==> config.mk <==
export PLATFORM = sky130hd
export DESIGN_NAME = pmd_top
export DESIGN_NICKNAME = d
export VERILOG_FILES = /design/src/pmd_pkg.sv /design/src/pmd_chan.sv /design/src/pmd_top.sv
export SDC_FILE = /design/constraint.sdc
export NUM_CORES = 1
export LEC_CHECK = 0
export BUFFER_PORTS_ARGS = -buffer_cell sky130_fd_sc_hd__buf_2
export CORE_ASPECT_RATIO = 1.2
export CORE_MARGIN = 8
export CORE_UTILIZATION = 53
export CTS_CLUSTER_DIAMETER = 50
export CTS_CLUSTER_SIZE = 40
export DETAILED_ROUTE_END_ITERATION = 7
export HOLD_SLACK_MARGIN = 0.1
export PLACE_DENSITY = 0.75
export SLEW_MARGIN = 20
export SYNTH_ARGS = -nofsm -noshare
export SYNTH_HDL_FRONTEND = slang
export SYNTH_SLANG_ARGS = --single-unit
==> constraint.sdc <==
create_clock -name core_clk -period 7.2 [get_ports core_clk]
set_input_delay 1.8 -clock core_clk [delete_from_list [all_inputs] [get_ports core_clk]]
set_output_delay 1.8 -clock core_clk [all_outputs]
set_load 0.005 [all_outputs]
==> src/pmd_pkg.sv <==
// Constants and register map of the dual motor pulse width controller
// Function
// - Each of the two motors keeps its own duty setting driving its output.
// - Power-up or power-down low clears both duty settings; zero means half period.
// - Nonzero duty sets the high time in clock cycles against the period.
// - Changing one motor's duty changes only that motor's output.
// - Power-down low puts the block in standby; software uses it when idle.
// - Each motor's period is the clock divided by its period divider.
// - Writing zero pulse count stops that motor at once, outputs low.
// - In power-down or while a motor is off its output stays low.
package pmd_pkg;
  localparam int          MOTORS      = 2;
  localparam int          DUTY_W      = 8;
  localparam int          PERIOD_W    = 8;
  localparam int          COUNT_W     = 11;
  localparam int          ADDR_W      = 8;
  localparam logic [7:0]  OFS_PERIOD0 = 8'h00;
  localparam logic [7:0]  OFS_DUTY0   = 8'h04;
  localparam logic [7:0]  OFS_COUNT0  = 8'h08;
  localparam logic [7:0]  OFS_PERIOD1 = 8'h10;
  localparam logic [7:0]  OFS_DUTY1   = 8'h14;
  localparam logic [7:0]  OFS_COUNT1  = 8'h18;
  localparam logic [7:0]  OFS_STATUS  = 8'h20;
  localparam logic [7:0]  DUTY_RST    = 8'h00;
  localparam logic [7:0]  PERIOD_RST  = 8'h85;
  localparam int          ST_RUN_POS  = 0;
  localparam int          ST_DRV_POS  = 2;
  localparam int          ST_PD_POS   = 4;
endpackage : pmd_pkg

==> src/pmd_chan.sv <==
// One motor drive channel: period divider, pulse counter and duty compare
`timescale 1ns/1ps
module pmd_chan
  import pmd_pkg::*;
(
  input  wire logic                          core_clk,
  input  wire logic                          resetn,
  input  wire logic                          stop,
  input  wire logic [pmd_pkg::PERIOD_W-1:0]  period,
  input  wire logic [pmd_pkg::DUTY_W-1:0]    duty,
  input  wire logic                          load,
  input  wire logic [pmd_pkg::COUNT_W-1:0]   load_val,
  output logic                               running,
  output logic                               drive
);
  import pmd_pkg::*;

  logic [PERIOD_W-1:0] phase_r;
  logic [PERIOD_W-1:0] phase_nxt;
  logic [COUNT_W-1:0]  pulses_r;
  logic [COUNT_W-1:0]  pulses_nxt;
  logic                drive_r;
  logic                drive_nxt;
  logic [DUTY_W-1:0]   width;

  always_comb begin
    width = (duty == DUTY_RST) ? {1'b0, period[PERIOD_W-1:1]} : duty;
    phase_nxt  = phase_r;
    pulses_nxt = pulses_r;
    if (stop) begin
      phase_nxt  = '0;
      pulses_nxt = '0;
    end else if (load) begin
      phase_nxt  = '0;
      pulses_nxt = load_val;
    end else if (pulses_r != '0 && period != '0) begin
      if (phase_r >= period - 8'h01) begin
        phase_nxt  = '0;
        pulses_nxt = pulses_r - 11'h001;
      end else begin
        phase_nxt = phase_r + 8'h01;
      end
    end
    drive_nxt = (pulses_nxt != '0) && (period != '0) && (phase_nxt < width);
  end

  always_ff @(posedge core_clk or negedge resetn) begin
    if (!resetn) begin
      phase_r  <= '0;
      pulses_r <= '0;
      drive_r  <= 1'b0;
    end else begin
      phase_r  <= phase_nxt;
      pulses_r <= pulses_nxt;
      drive_r  <= drive_nxt;
    end
  end

  assign running = (pulses_r != '0) && (period != '0);
  assign drive   = drive_r;
endmodule : pmd_chan

==> src/pmd_top.sv <==
// APB register file and two drive channels with power-down control
//
// The placing of the registers and the APB interface to the registers were chosen for this implementation.
`timescale 1ns/1ps
module pmd_top
  import pmd_pkg::*;
(
  input  wire logic                        core_clk,
  input  wire logic                        resetn,
  input  wire logic                        psel,
  input  wire logic                        penable,
  input  wire logic                        pwrite,
  input  wire logic [pmd_pkg::ADDR_W-1:0]  paddr,
  input  wire logic [31:0]                 pwdata,
  output logic [31:0]                      prdata,
  output logic                             pready,
  output logic                             pslverr,
  input  wire logic                        power_down_n,
  output logic [pmd_pkg::MOTORS-1:0]       drive_out,
  output logic                             standby
);
  import pmd_pkg::*;

  logic                 pd_meta_r;
  logic                 pd_sync_r;
  logic                 pd_active;
  logic [DUTY_W-1:0]    duty_r   [MOTORS];
  logic [DUTY_W-1:0]    duty_nxt [MOTORS];
  logic [PERIOD_W-1:0]  period_r   [MOTORS];
  logic [PERIOD_W-1:0]  period_nxt [MOTORS];
  logic [MOTORS-1:0]    load;
  logic [MOTORS-1:0]    running;
  logic [MOTORS-1:0]    drive;
  logic [31:0]          prdata_r;
  logic [31:0]          prdata_nxt;
  logic                 slverr_r;
  logic                 slverr_nxt;
  logic                 wr_acc;
  logic                 setup;
  logic                 mapped;

  // Power-down pin synchroniser
  always_ff @(posedge core_clk or negedge resetn) begin
    if (!resetn) begin
      pd_meta_r <= 1'b0;
      pd_sync_r <= 1'b0;
    end else begin
      pd_meta_r <= power_down_n;
      pd_sync_r <= pd_meta_r;
    end
  end
  assign pd_active = !pd_sync_r;
  assign standby   = pd_active;

  assign setup  = psel && !penable;
  assign wr_acc = psel && penable && pwrite && !pd_active;
  assign mapped = paddr inside {OFS_PERIOD0, OFS_DUTY0, OFS_COUNT0,
                                OFS_PERIOD1, OFS_DUTY1, OFS_COUNT1, OFS_STATUS};

  always_comb begin
    for (int m = 0; m < MOTORS; m++) begin
      duty_nxt[m]   = duty_r[m];
      period_nxt[m] = period_r[m];
    end
    if (pd_active) begin
      for (int m = 0; m < MOTORS; m++) begin
        duty_nxt[m] = DUTY_RST;
      end
    end else if (wr_acc) begin
      unique case (paddr)
        OFS_DUTY0:   duty_nxt[0]   = pwdata[DUTY_W-1:0];
        OFS_DUTY1:   duty_nxt[1]   = pwdata[DUTY_W-1:0];
        OFS_PERIOD0: period_nxt[0] = pwdata[PERIOD_W-1:0];
        OFS_PERIOD1: period_nxt[1] = pwdata[PERIOD_W-1:0];
        default:     ;
      endcase
    end
  end

  always_ff @(posedge core_clk or negedge resetn) begin
    if (!resetn) begin
      for (int m = 0; m < MOTORS; m++) begin
        duty_r[m]   <= DUTY_RST;
        period_r[m] <= PERIOD_RST;
      end
    end else begin
      for (int m = 0; m < MOTORS; m++) begin
        duty_r[m]   <= duty_nxt[m];
        period_r[m] <= period_nxt[m];
      end
    end
  end

  assign load[0] = wr_acc && paddr == OFS_COUNT0;
  assign load[1] = wr_acc && paddr == OFS_COUNT1;

  // Read data captured in the setup cycle
  always_comb begin
    prdata_nxt = prdata_r;
    slverr_nxt = slverr_r;
    if (setup) begin
      slverr_nxt = !mapped;
      prdata_nxt = '0;
      unique case (paddr)
        OFS_DUTY0:   prdata_nxt[DUTY_W-1:0]   = duty_r[0];
        OFS_DUTY1:   prdata_nxt[DUTY_W-1:0]   = duty_r[1];
        OFS_PERIOD0: prdata_nxt[PERIOD_W-1:0] = period_r[0];
        OFS_PERIOD1: prdata_nxt[PERIOD_W-1:0] = period_r[1];
        OFS_STATUS: begin
          prdata_nxt[ST_RUN_POS +: MOTORS] = running;
          prdata_nxt[ST_DRV_POS +: MOTORS] = drive;
          prdata_nxt[ST_PD_POS]            = pd_active;
        end
        default:     ;
      endcase
    end
  end

  always_ff @(posedge core_clk or negedge resetn) begin
    if (!resetn) begin
      prdata_r <= '0;
      slverr_r <= 1'b0;
    end else begin
      prdata_r <= prdata_nxt;
      slverr_r <= slverr_nxt;
    end
  end

  assign prdata  = prdata_r;
  assign pready  = 1'b1;
  assign pslverr = psel && penable && slverr_r;

  generate
    for (genvar g = 0; g < MOTORS; g++) begin : g_chan
      pmd_chan u_chan (
        .core_clk (core_clk),
        .resetn   (resetn),
        .stop     (pd_active),
        .period   (period_r[g]),
        .duty     (duty_r[g]),
        .load     (load[g]),
        .load_val (pwdata[COUNT_W-1:0]),
        .running  (running[g]),
        .drive    (drive[g])
      );
    end
  endgenerate

  assign drive_out = drive;
endmodule : pmd_top

======== Word level (Yosys, flattened, before mapping) ========
Cells that the tools add are included.
operators by class
  divide/modulo/power cells ............... 0
  magnitude comparators ................... 4
  reductions and logical operators ........ 30
  $mul .................................... 0
  bitwise operators ....................... 0
  add/subtract/negate cells ............... 6
  shift-type cells ........................ 0
  eq/ne operators ......................... 9
  multiplexer cells ....................... 24
operators by type and width
  kind                                                                    count
  8-bit 2-to-1 mux                                                        12
  11-bit 2-to-1 mux                                                       8
  11-bit nonzero test                                                     4
  16-bit 2-to-1 mux                                                       2
  5-bit case mux with 5 select lines                                      1
  8-bit by 5-bit equality test with 1-bit output (second input constant)  3
  8-bit logical NOT                                                       3
  11-bit by 1-bit subtractor with 11-bit output (second input constant)   2
  8-bit by 1-bit adder with 8-bit output (second input constant)          2
  8-bit greater-or-equal comparator                                       2
  8-bit less-than comparator                                              2
  8-bit nonzero test                                                      2
  8-bit by 1-bit subtractor with 8-bit output (second input constant)     2
  1-bit logical AND                                                       13
  3-bit case mux with 4 select lines                                      1
  8-bit by 3-bit equality test with 1-bit output (second input constant)  1
  8-bit by 4-bit equality test with 1-bit output (second input constant)  1
  8-bit by 6-bit equality test with 1-bit output (second input constant)  1
  7-bit nonzero test                                                      1
  2-bit by 1-bit != test with 1-bit output (second input constant)        3
  3-bit AND reduction                                                     2
  2-bit AND reduction                                                     2
  1-bit logical NOT                                                       3
word-level totals
  word-level logic and storage cells ...... 87
  RAM bits ................................ 0
  memories kept ........................... 0
  output and inout bits ................... 37
  ROM bits ................................ 0
  bits in registers ....................... 83
  bits in latches ......................... 0
  input bits .............................. 46

======== Depth between registers and ports, before layout ========
  depth in word-level cells ............... 9
  depth in mapped cells ................... 17
  mapped depth without buffers ............ 16

======== Modules after synthesis ========
Synthesis repeated with hierarchy kept, for this count alone.
unflattened totals
  cells, all modules ...................... 601
  area, all modules ....................... 5,885.6 um2
by module, submodules not included
  module    cells each  area an instance (um2)  times used  seq. area each (um2)
  pmd_chan  201         1,757.9                 2           500.5
  pmd_top   199         2,369.8                 1           1,083.5

======== Least setup slack after synthesis ========
OpenSTA, ideal clock, no wires.
  kind .................................... input to register
  start ................................... in paddr[5] (netlist bit)
  end ..................................... reg g_chan[1].u_chan.drive_r
  setup time .............................. 0.065 ns
  cell stages on the path ................. 10
  data required time ...................... 7.135 ns
  buffers on the path ..................... 1
  slack ................................... 3.276 ns
  data arrival time ....................... 3.859 ns
  cell sequence ........................... nor4b_1 nand3_1 buf_2 o211ai_2 nor2_1 ha_1 a21o_1 a21o_1 a211oi_1 o211a_1
on the way
  elaborated cells between the ends (all ways) .. 10
  classes of those cells .................. order compare: 1; eq/ne: 1; mux: 4; reduce/logical: 4
RTL lines
  item                                            line            source
  start: declaration                              pmd_top.sv:13   input wire logic [pmd_pkg::ADDR_W-1:0] paddr,
  8-bit by 5-bit equality test with 1-bit output  pmd_top.sv:95   assign load[1] = wr_acc && paddr == OFS_COUNT1;
  1-bit logical AND                               pmd_top.sv:95
  8-bit 2-to-1 mux                                pmd_chan.sv:33  end else if (load) begin
  8-bit 2-to-1 mux                                pmd_chan.sv:30  if (stop) begin
  named net g_chan[1].u_chan.phase_nxt[5]         pmd_chan.sv:19  logic [PERIOD_W-1:0] phase_nxt;
  8-bit less-than comparator                      pmd_chan.sv:44  drive_nxt = (pulses_nxt != '0) && (period != '0) && (phase_nxt < width);
  1-bit logical AND                               pmd_chan.sv:44
  named net g_chan[1].u_chan.drive_nxt            pmd_chan.sv:23  logic drive_nxt;
  end signal: assignment                          pmd_chan.sv:55  drive_r <= drive_nxt;
  end: declaration                                pmd_chan.sv:22  logic drive_r;
The timed path passes the listed nets, and every way through them passes these cells.
A chain may end at the register's enable or synchronous reset.

======== Final worst setup path ========
  start ................................... in paddr[4] (netlist bit)
  end ..................................... reg g_chan[0].u_chan.drive_r
on the way
  elaborated cells between the ends (all ways) .. 10
  classes of those cells .................. order compare: 1; eq/ne: 1; mux: 4; reduce/logical: 4
RTL lines
  item                                            line            source
  8-bit by 4-bit equality test with 1-bit output  pmd_top.sv:94   assign load[0] = wr_acc && paddr == OFS_COUNT0;
  1-bit logical AND                               pmd_top.sv:94
  8-bit 2-to-1 mux                                pmd_chan.sv:33
  8-bit 2-to-1 mux                                pmd_chan.sv:30
  named net g_chan[0].u_chan.phase_nxt[5]         pmd_chan.sv:19
  8-bit less-than comparator                      pmd_chan.sv:44
  1-bit logical AND                               pmd_chan.sv:44
  named net g_chan[0].u_chan.drive_nxt            pmd_chan.sv:23
  end signal: assignment                          pmd_chan.sv:55
  end: declaration                                pmd_chan.sv:22
The timed path passes the listed nets, and every way through them passes these cells.

==> impl_metrics.env <==
export IMPL_reg2reg_depth=14
export IMPL_vias_per_cell=6.17
export IMPL_yosys_cell_count_top_type="dfrtp_1"
export IMPL_synth_edff_count=0
export IMPL_fin_crit_sh=0.669
export IMPL_net_switching_power_uw=230
export IMPL_cts_buffers=9
export IMPL_avgSynthCellArea_sq_um=9.34
export IMPL_antenna_left=0
export IMPL_worstPathRequired_ns=7.46
export IMPL_fin_skew_ns=0.00447
export IMPL_critPathKind="input pin to flop"
export IMPL_switching_share=0.235
export IMPL_core_sq_um=10000
export IMPL_cts_resized=0
export IMPL_drive_gt1_frac=0.130
export IMPL_rsz0062_at_grt="false"
export IMPL_synth_seq_cells=83
export IMPL_worstHoldStart="pd_meta_r"
export IMPL_seq_area_sq_um=2080
export IMPL_synthFlopType="dfrtp_1"
export IMPL_r2r_slack_ns=3.26
export IMPL_n_antenna_cell=0
export IMPL_cts_htree_levels=3
export IMPL_pwr_share_comb=0.054
export IMPL_firstDrtPassIters=5
export IMPL_hold_path_depth=0
export IMPL_syn_to_final_growth_pct=7.52
export IMPL_cp_num_buf_inv=1
export IMPL_reg2reg_to="g_chan[0].u_chan.drive"
export IMPL_cts_root_buf="clkbuf_16"
export IMPL_hold_slack_ns=0.347
export IMPL_row_count=40
export IMPL_seq_power_share=0.481
export IMPL_top_layer_used="met5"
export IMPL_io_pins=83
export IMPL_wl_um=14300
export IMPL_overflow=0
export IMPL_synth_common_cells="dfrtp_1 (77), nor2_1 (51), nand2_1 (40), ha_1 (38), a21oi_1 (33)"
export IMPL_synthArstFlopShare=1.00
export IMPL_crit_family="simple AND/OR/NAND/NOR gates"
export IMPL_num_vias=4516
export IMPL_place_gp_congestion=0.857
export IMPL_antenna_found_initial=1
export IMPL_worstPathMaxFanout=20
export IMPL_synth_top_area_share=0.355
export IMPL_synthDistinctLibCells=62
export IMPL_drcViolationCount=0
export IMPL_setup_tns_ns=0
export IMPL_clock_sinks=83
export IMPL_finalPower_uw=981
export IMPL_min_to="pd_sync_r"
export IMPL_detailed_place_hpwl_um=10500
export IMPL_synth_warnings=0
export IMPL_multi_input_area_sq_um=3050
export IMPL_r2r_start="period_r[11]"
export IMPL_worst_endpoint_arrival_ns=5.08
export IMPL_tritoncts="done"
export IMPL_fill_cells=880
export IMPL_design_die_area_sq_um=13700
export IMPL_ys_seq_area_frac=0.384
export IMPL_power_density_nw_per_um2=168
export IMPL_fin_nets=685
export IMPL_clkTransAtPathRegs_ns=0.06
export IMPL_tightest_slew_ns=0.902
export IMPL_met1Wirelength_um=5550
export IMPL_hold_class="flop to flop"
export IMPL_fin_crit_ns=4.82
export IMPL_setup_viol=0
export IMPL_end_kind="flop"
export IMPL_hold_buffers=0
export IMPL_post_cts_buffers=0
export IMPL_grt_pass1_wl_um=23200
export IMPL_insertion_delay_ns=0.34
export IMPL_met2WireLength_um=7460
export IMPL_post_drt_wl_per_cell_um=19.6
export IMPL_cts_max_path_buffers=2
export IMPL_worst_ir_drop_vdd_uv=128
export IMPL_synthesis_area_sq_um=5430
export IMPL_slew_headroom=0.397
export IMPL_status="completed"
export IMPL_clock_fmax_mhz=208
export IMPL_cap_violations=0
export IMPL_path_cells="buf_2, nor4_1, nand3_1, nand2_1, a21o_1, nor2_1, ha_1, a21oi_1, nor2b_1, o21ai_0, o311ai_1, a41oi_1"
export IMPL_die_height_um=127
export IMPL_hold_viol_final=0
export IMPL_first_iter_violations=414
export IMPL_netlist_top_cells_area="dfrtp_1 (36%), ha_1 (8.8%), buf_4 (3.9%)"
export IMPL_grt_pass1_vias=4676
export IMPL_total_leakage_power_nw=2.86
export IMPL_syn_inst=581
export IMPL_yosysTopAreaCell="dfrtp_1"
export IMPL_cpPeakStageDelay_ns=0.68
export IMPL_numPortBuffers=36
export IMPL_grt_use_total=0.215
export IMPL_wl_met3_um=793
export IMPL_clkPwrFrac=0.465
export IMPL_slew_violations=0
export IMPL_cp_start_kind="input pin"
export IMPL_start_util=0.542
export IMPL_die_w_um=108
export IMPL_p_int_uw=751
export IMPL_critPathSlowestCell="nand3_1"
export IMPL_grt_max_degree=84
-- stage by stage --
stage | util | setup slack, ns | instances | area [sq um]
after global placement | 0.554 | 2.17 | 716 | 5550
after global routing | 0.583 | 2.05 | 732 | 5840
final | 0.583 | 2.38 | 732 | 5840
after floorplan | - | 3.28 | 604 | 5510
after detailed placement | 0.554 | 2.07 | 716 | 5550
after CTS | 0.583 | 2.42 | 732 | 5830
-- layout make-up --
| cell class | count | share of cell area |
|---|---|---|
| Inverter | 18 | 0.0116 |
| Clock buffer | 11 | 0.0399 |
| Sequential cell | 83 | 0.357 |
| Clock inverter | 5 | 0.00922 |
| Timing Repair Buffer | 37 | 0.0332 |
| Tap cell | 126 | 0.0270 |
| Multi-Input combinational cell | 452 | 0.522 |
-- power groups by stage --
stage / sequential (mW) / combinational, mW / clock [mW]
floorplan: 0.479 / 0.0326 / 0
global placement: 0.480 / 0.0510 / 0
detailed placement: 0.480 / 0.0525 / 0
CTS: 0.472 / 0.0527 / 0.461
global route: 0.472 / 0.0595 / 0.479
finish: 0.472 / 0.0534 / 0.456
-- cell families after synthesis --
logic type	Yosys count	synth area share
AO/OA/AOI/OAI	137	0.165
other	2	0.00138
adder cells (fa/ha/maj)	38	0.0876
XOR/XNOR	31	0.0500
buffers and inverters	69	0.0708
flip-flops	83	0.384
AND/OR/NAND/NOR	194	0.188
multiplexers	27	0.0526
-- per-layer routing --
layer / vias to the layer above / track usage
li1: 2127 / -
met1: 2192 / 0.242
met2: 157 / 0.364
met3: 38 / 0.0415
met4: 2 / 0.132
met5: - / 0
-- flip-flops by register name, summed over array words and instances, names as in the netlist --
signal                  count
g_chan.u_chan.pulses_r     22
duty_r                     16
g_chan.u_chan.phase_r      16
period_r                   16
prdata                      8
g_chan.u_chan.drive         2
pd_meta_r                   1
pd_sync_r                   1
slverr_r                    1
-- layout by cell type (no fill, tap or decap), types with 4 or more instances in the layout --
cell,instances
dfstp_2,6
or3_1,12
xor2_1,16
nand3_1,12
and3_1,9
o21ai_0,32
dfrtp_1,77
clkbuf_16,9
mux2_2,12
or4_1,6
o31ai_1,8
a21o_1,8
xnor2_1,15
nor4b_1,4
nor2_1,51
a21oi_1,33
conb_1,25
nor4_1,14
nor3_1,9
inv_1,18
buf_2,35
ha_1,38
mux2i_1,15
a31oi_1,13
nand2_1,40
a22oi_1,7
nand4_1,11
nand2b_1,6
-- how the worst max path moves through the flow --
stage                     startpoint                      to  slack [ns]  depth (start not counted)
after global placement      paddr[4]  g_chan[0].u_chan.drive        2.17                         10
after detailed placement    paddr[4]  g_chan[0].u_chan.drive        2.07                         12
final                       paddr[4]  g_chan[0].u_chan.drive        2.38                         12
after floorplan             paddr[5]  g_chan[1].u_chan.drive        3.28                         10
after global routing        paddr[4]  g_chan[0].u_chan.drive        2.05                         12
after CTS                   paddr[4]  g_chan[0].u_chan.drive        2.42                         12
-- worst reg2reg max path: stages (launching register included) --
cell and delay [ns]:
dfrtp_1 0.47, nor4_1 0.50, nand2_1 0.12, xor2_1 0.17, ha_1 0.29, nand4_1 0.11, o311ai_1 0.53, a21o_1 0.39
nor2_1 0.14, ha_1 0.33, a21oi_1 0.16, nor2b_1 0.06, o21ai_0 0.18, o311ai_1 0.22, a41oi_1 0.21
(Power assumes the default switching activity.)
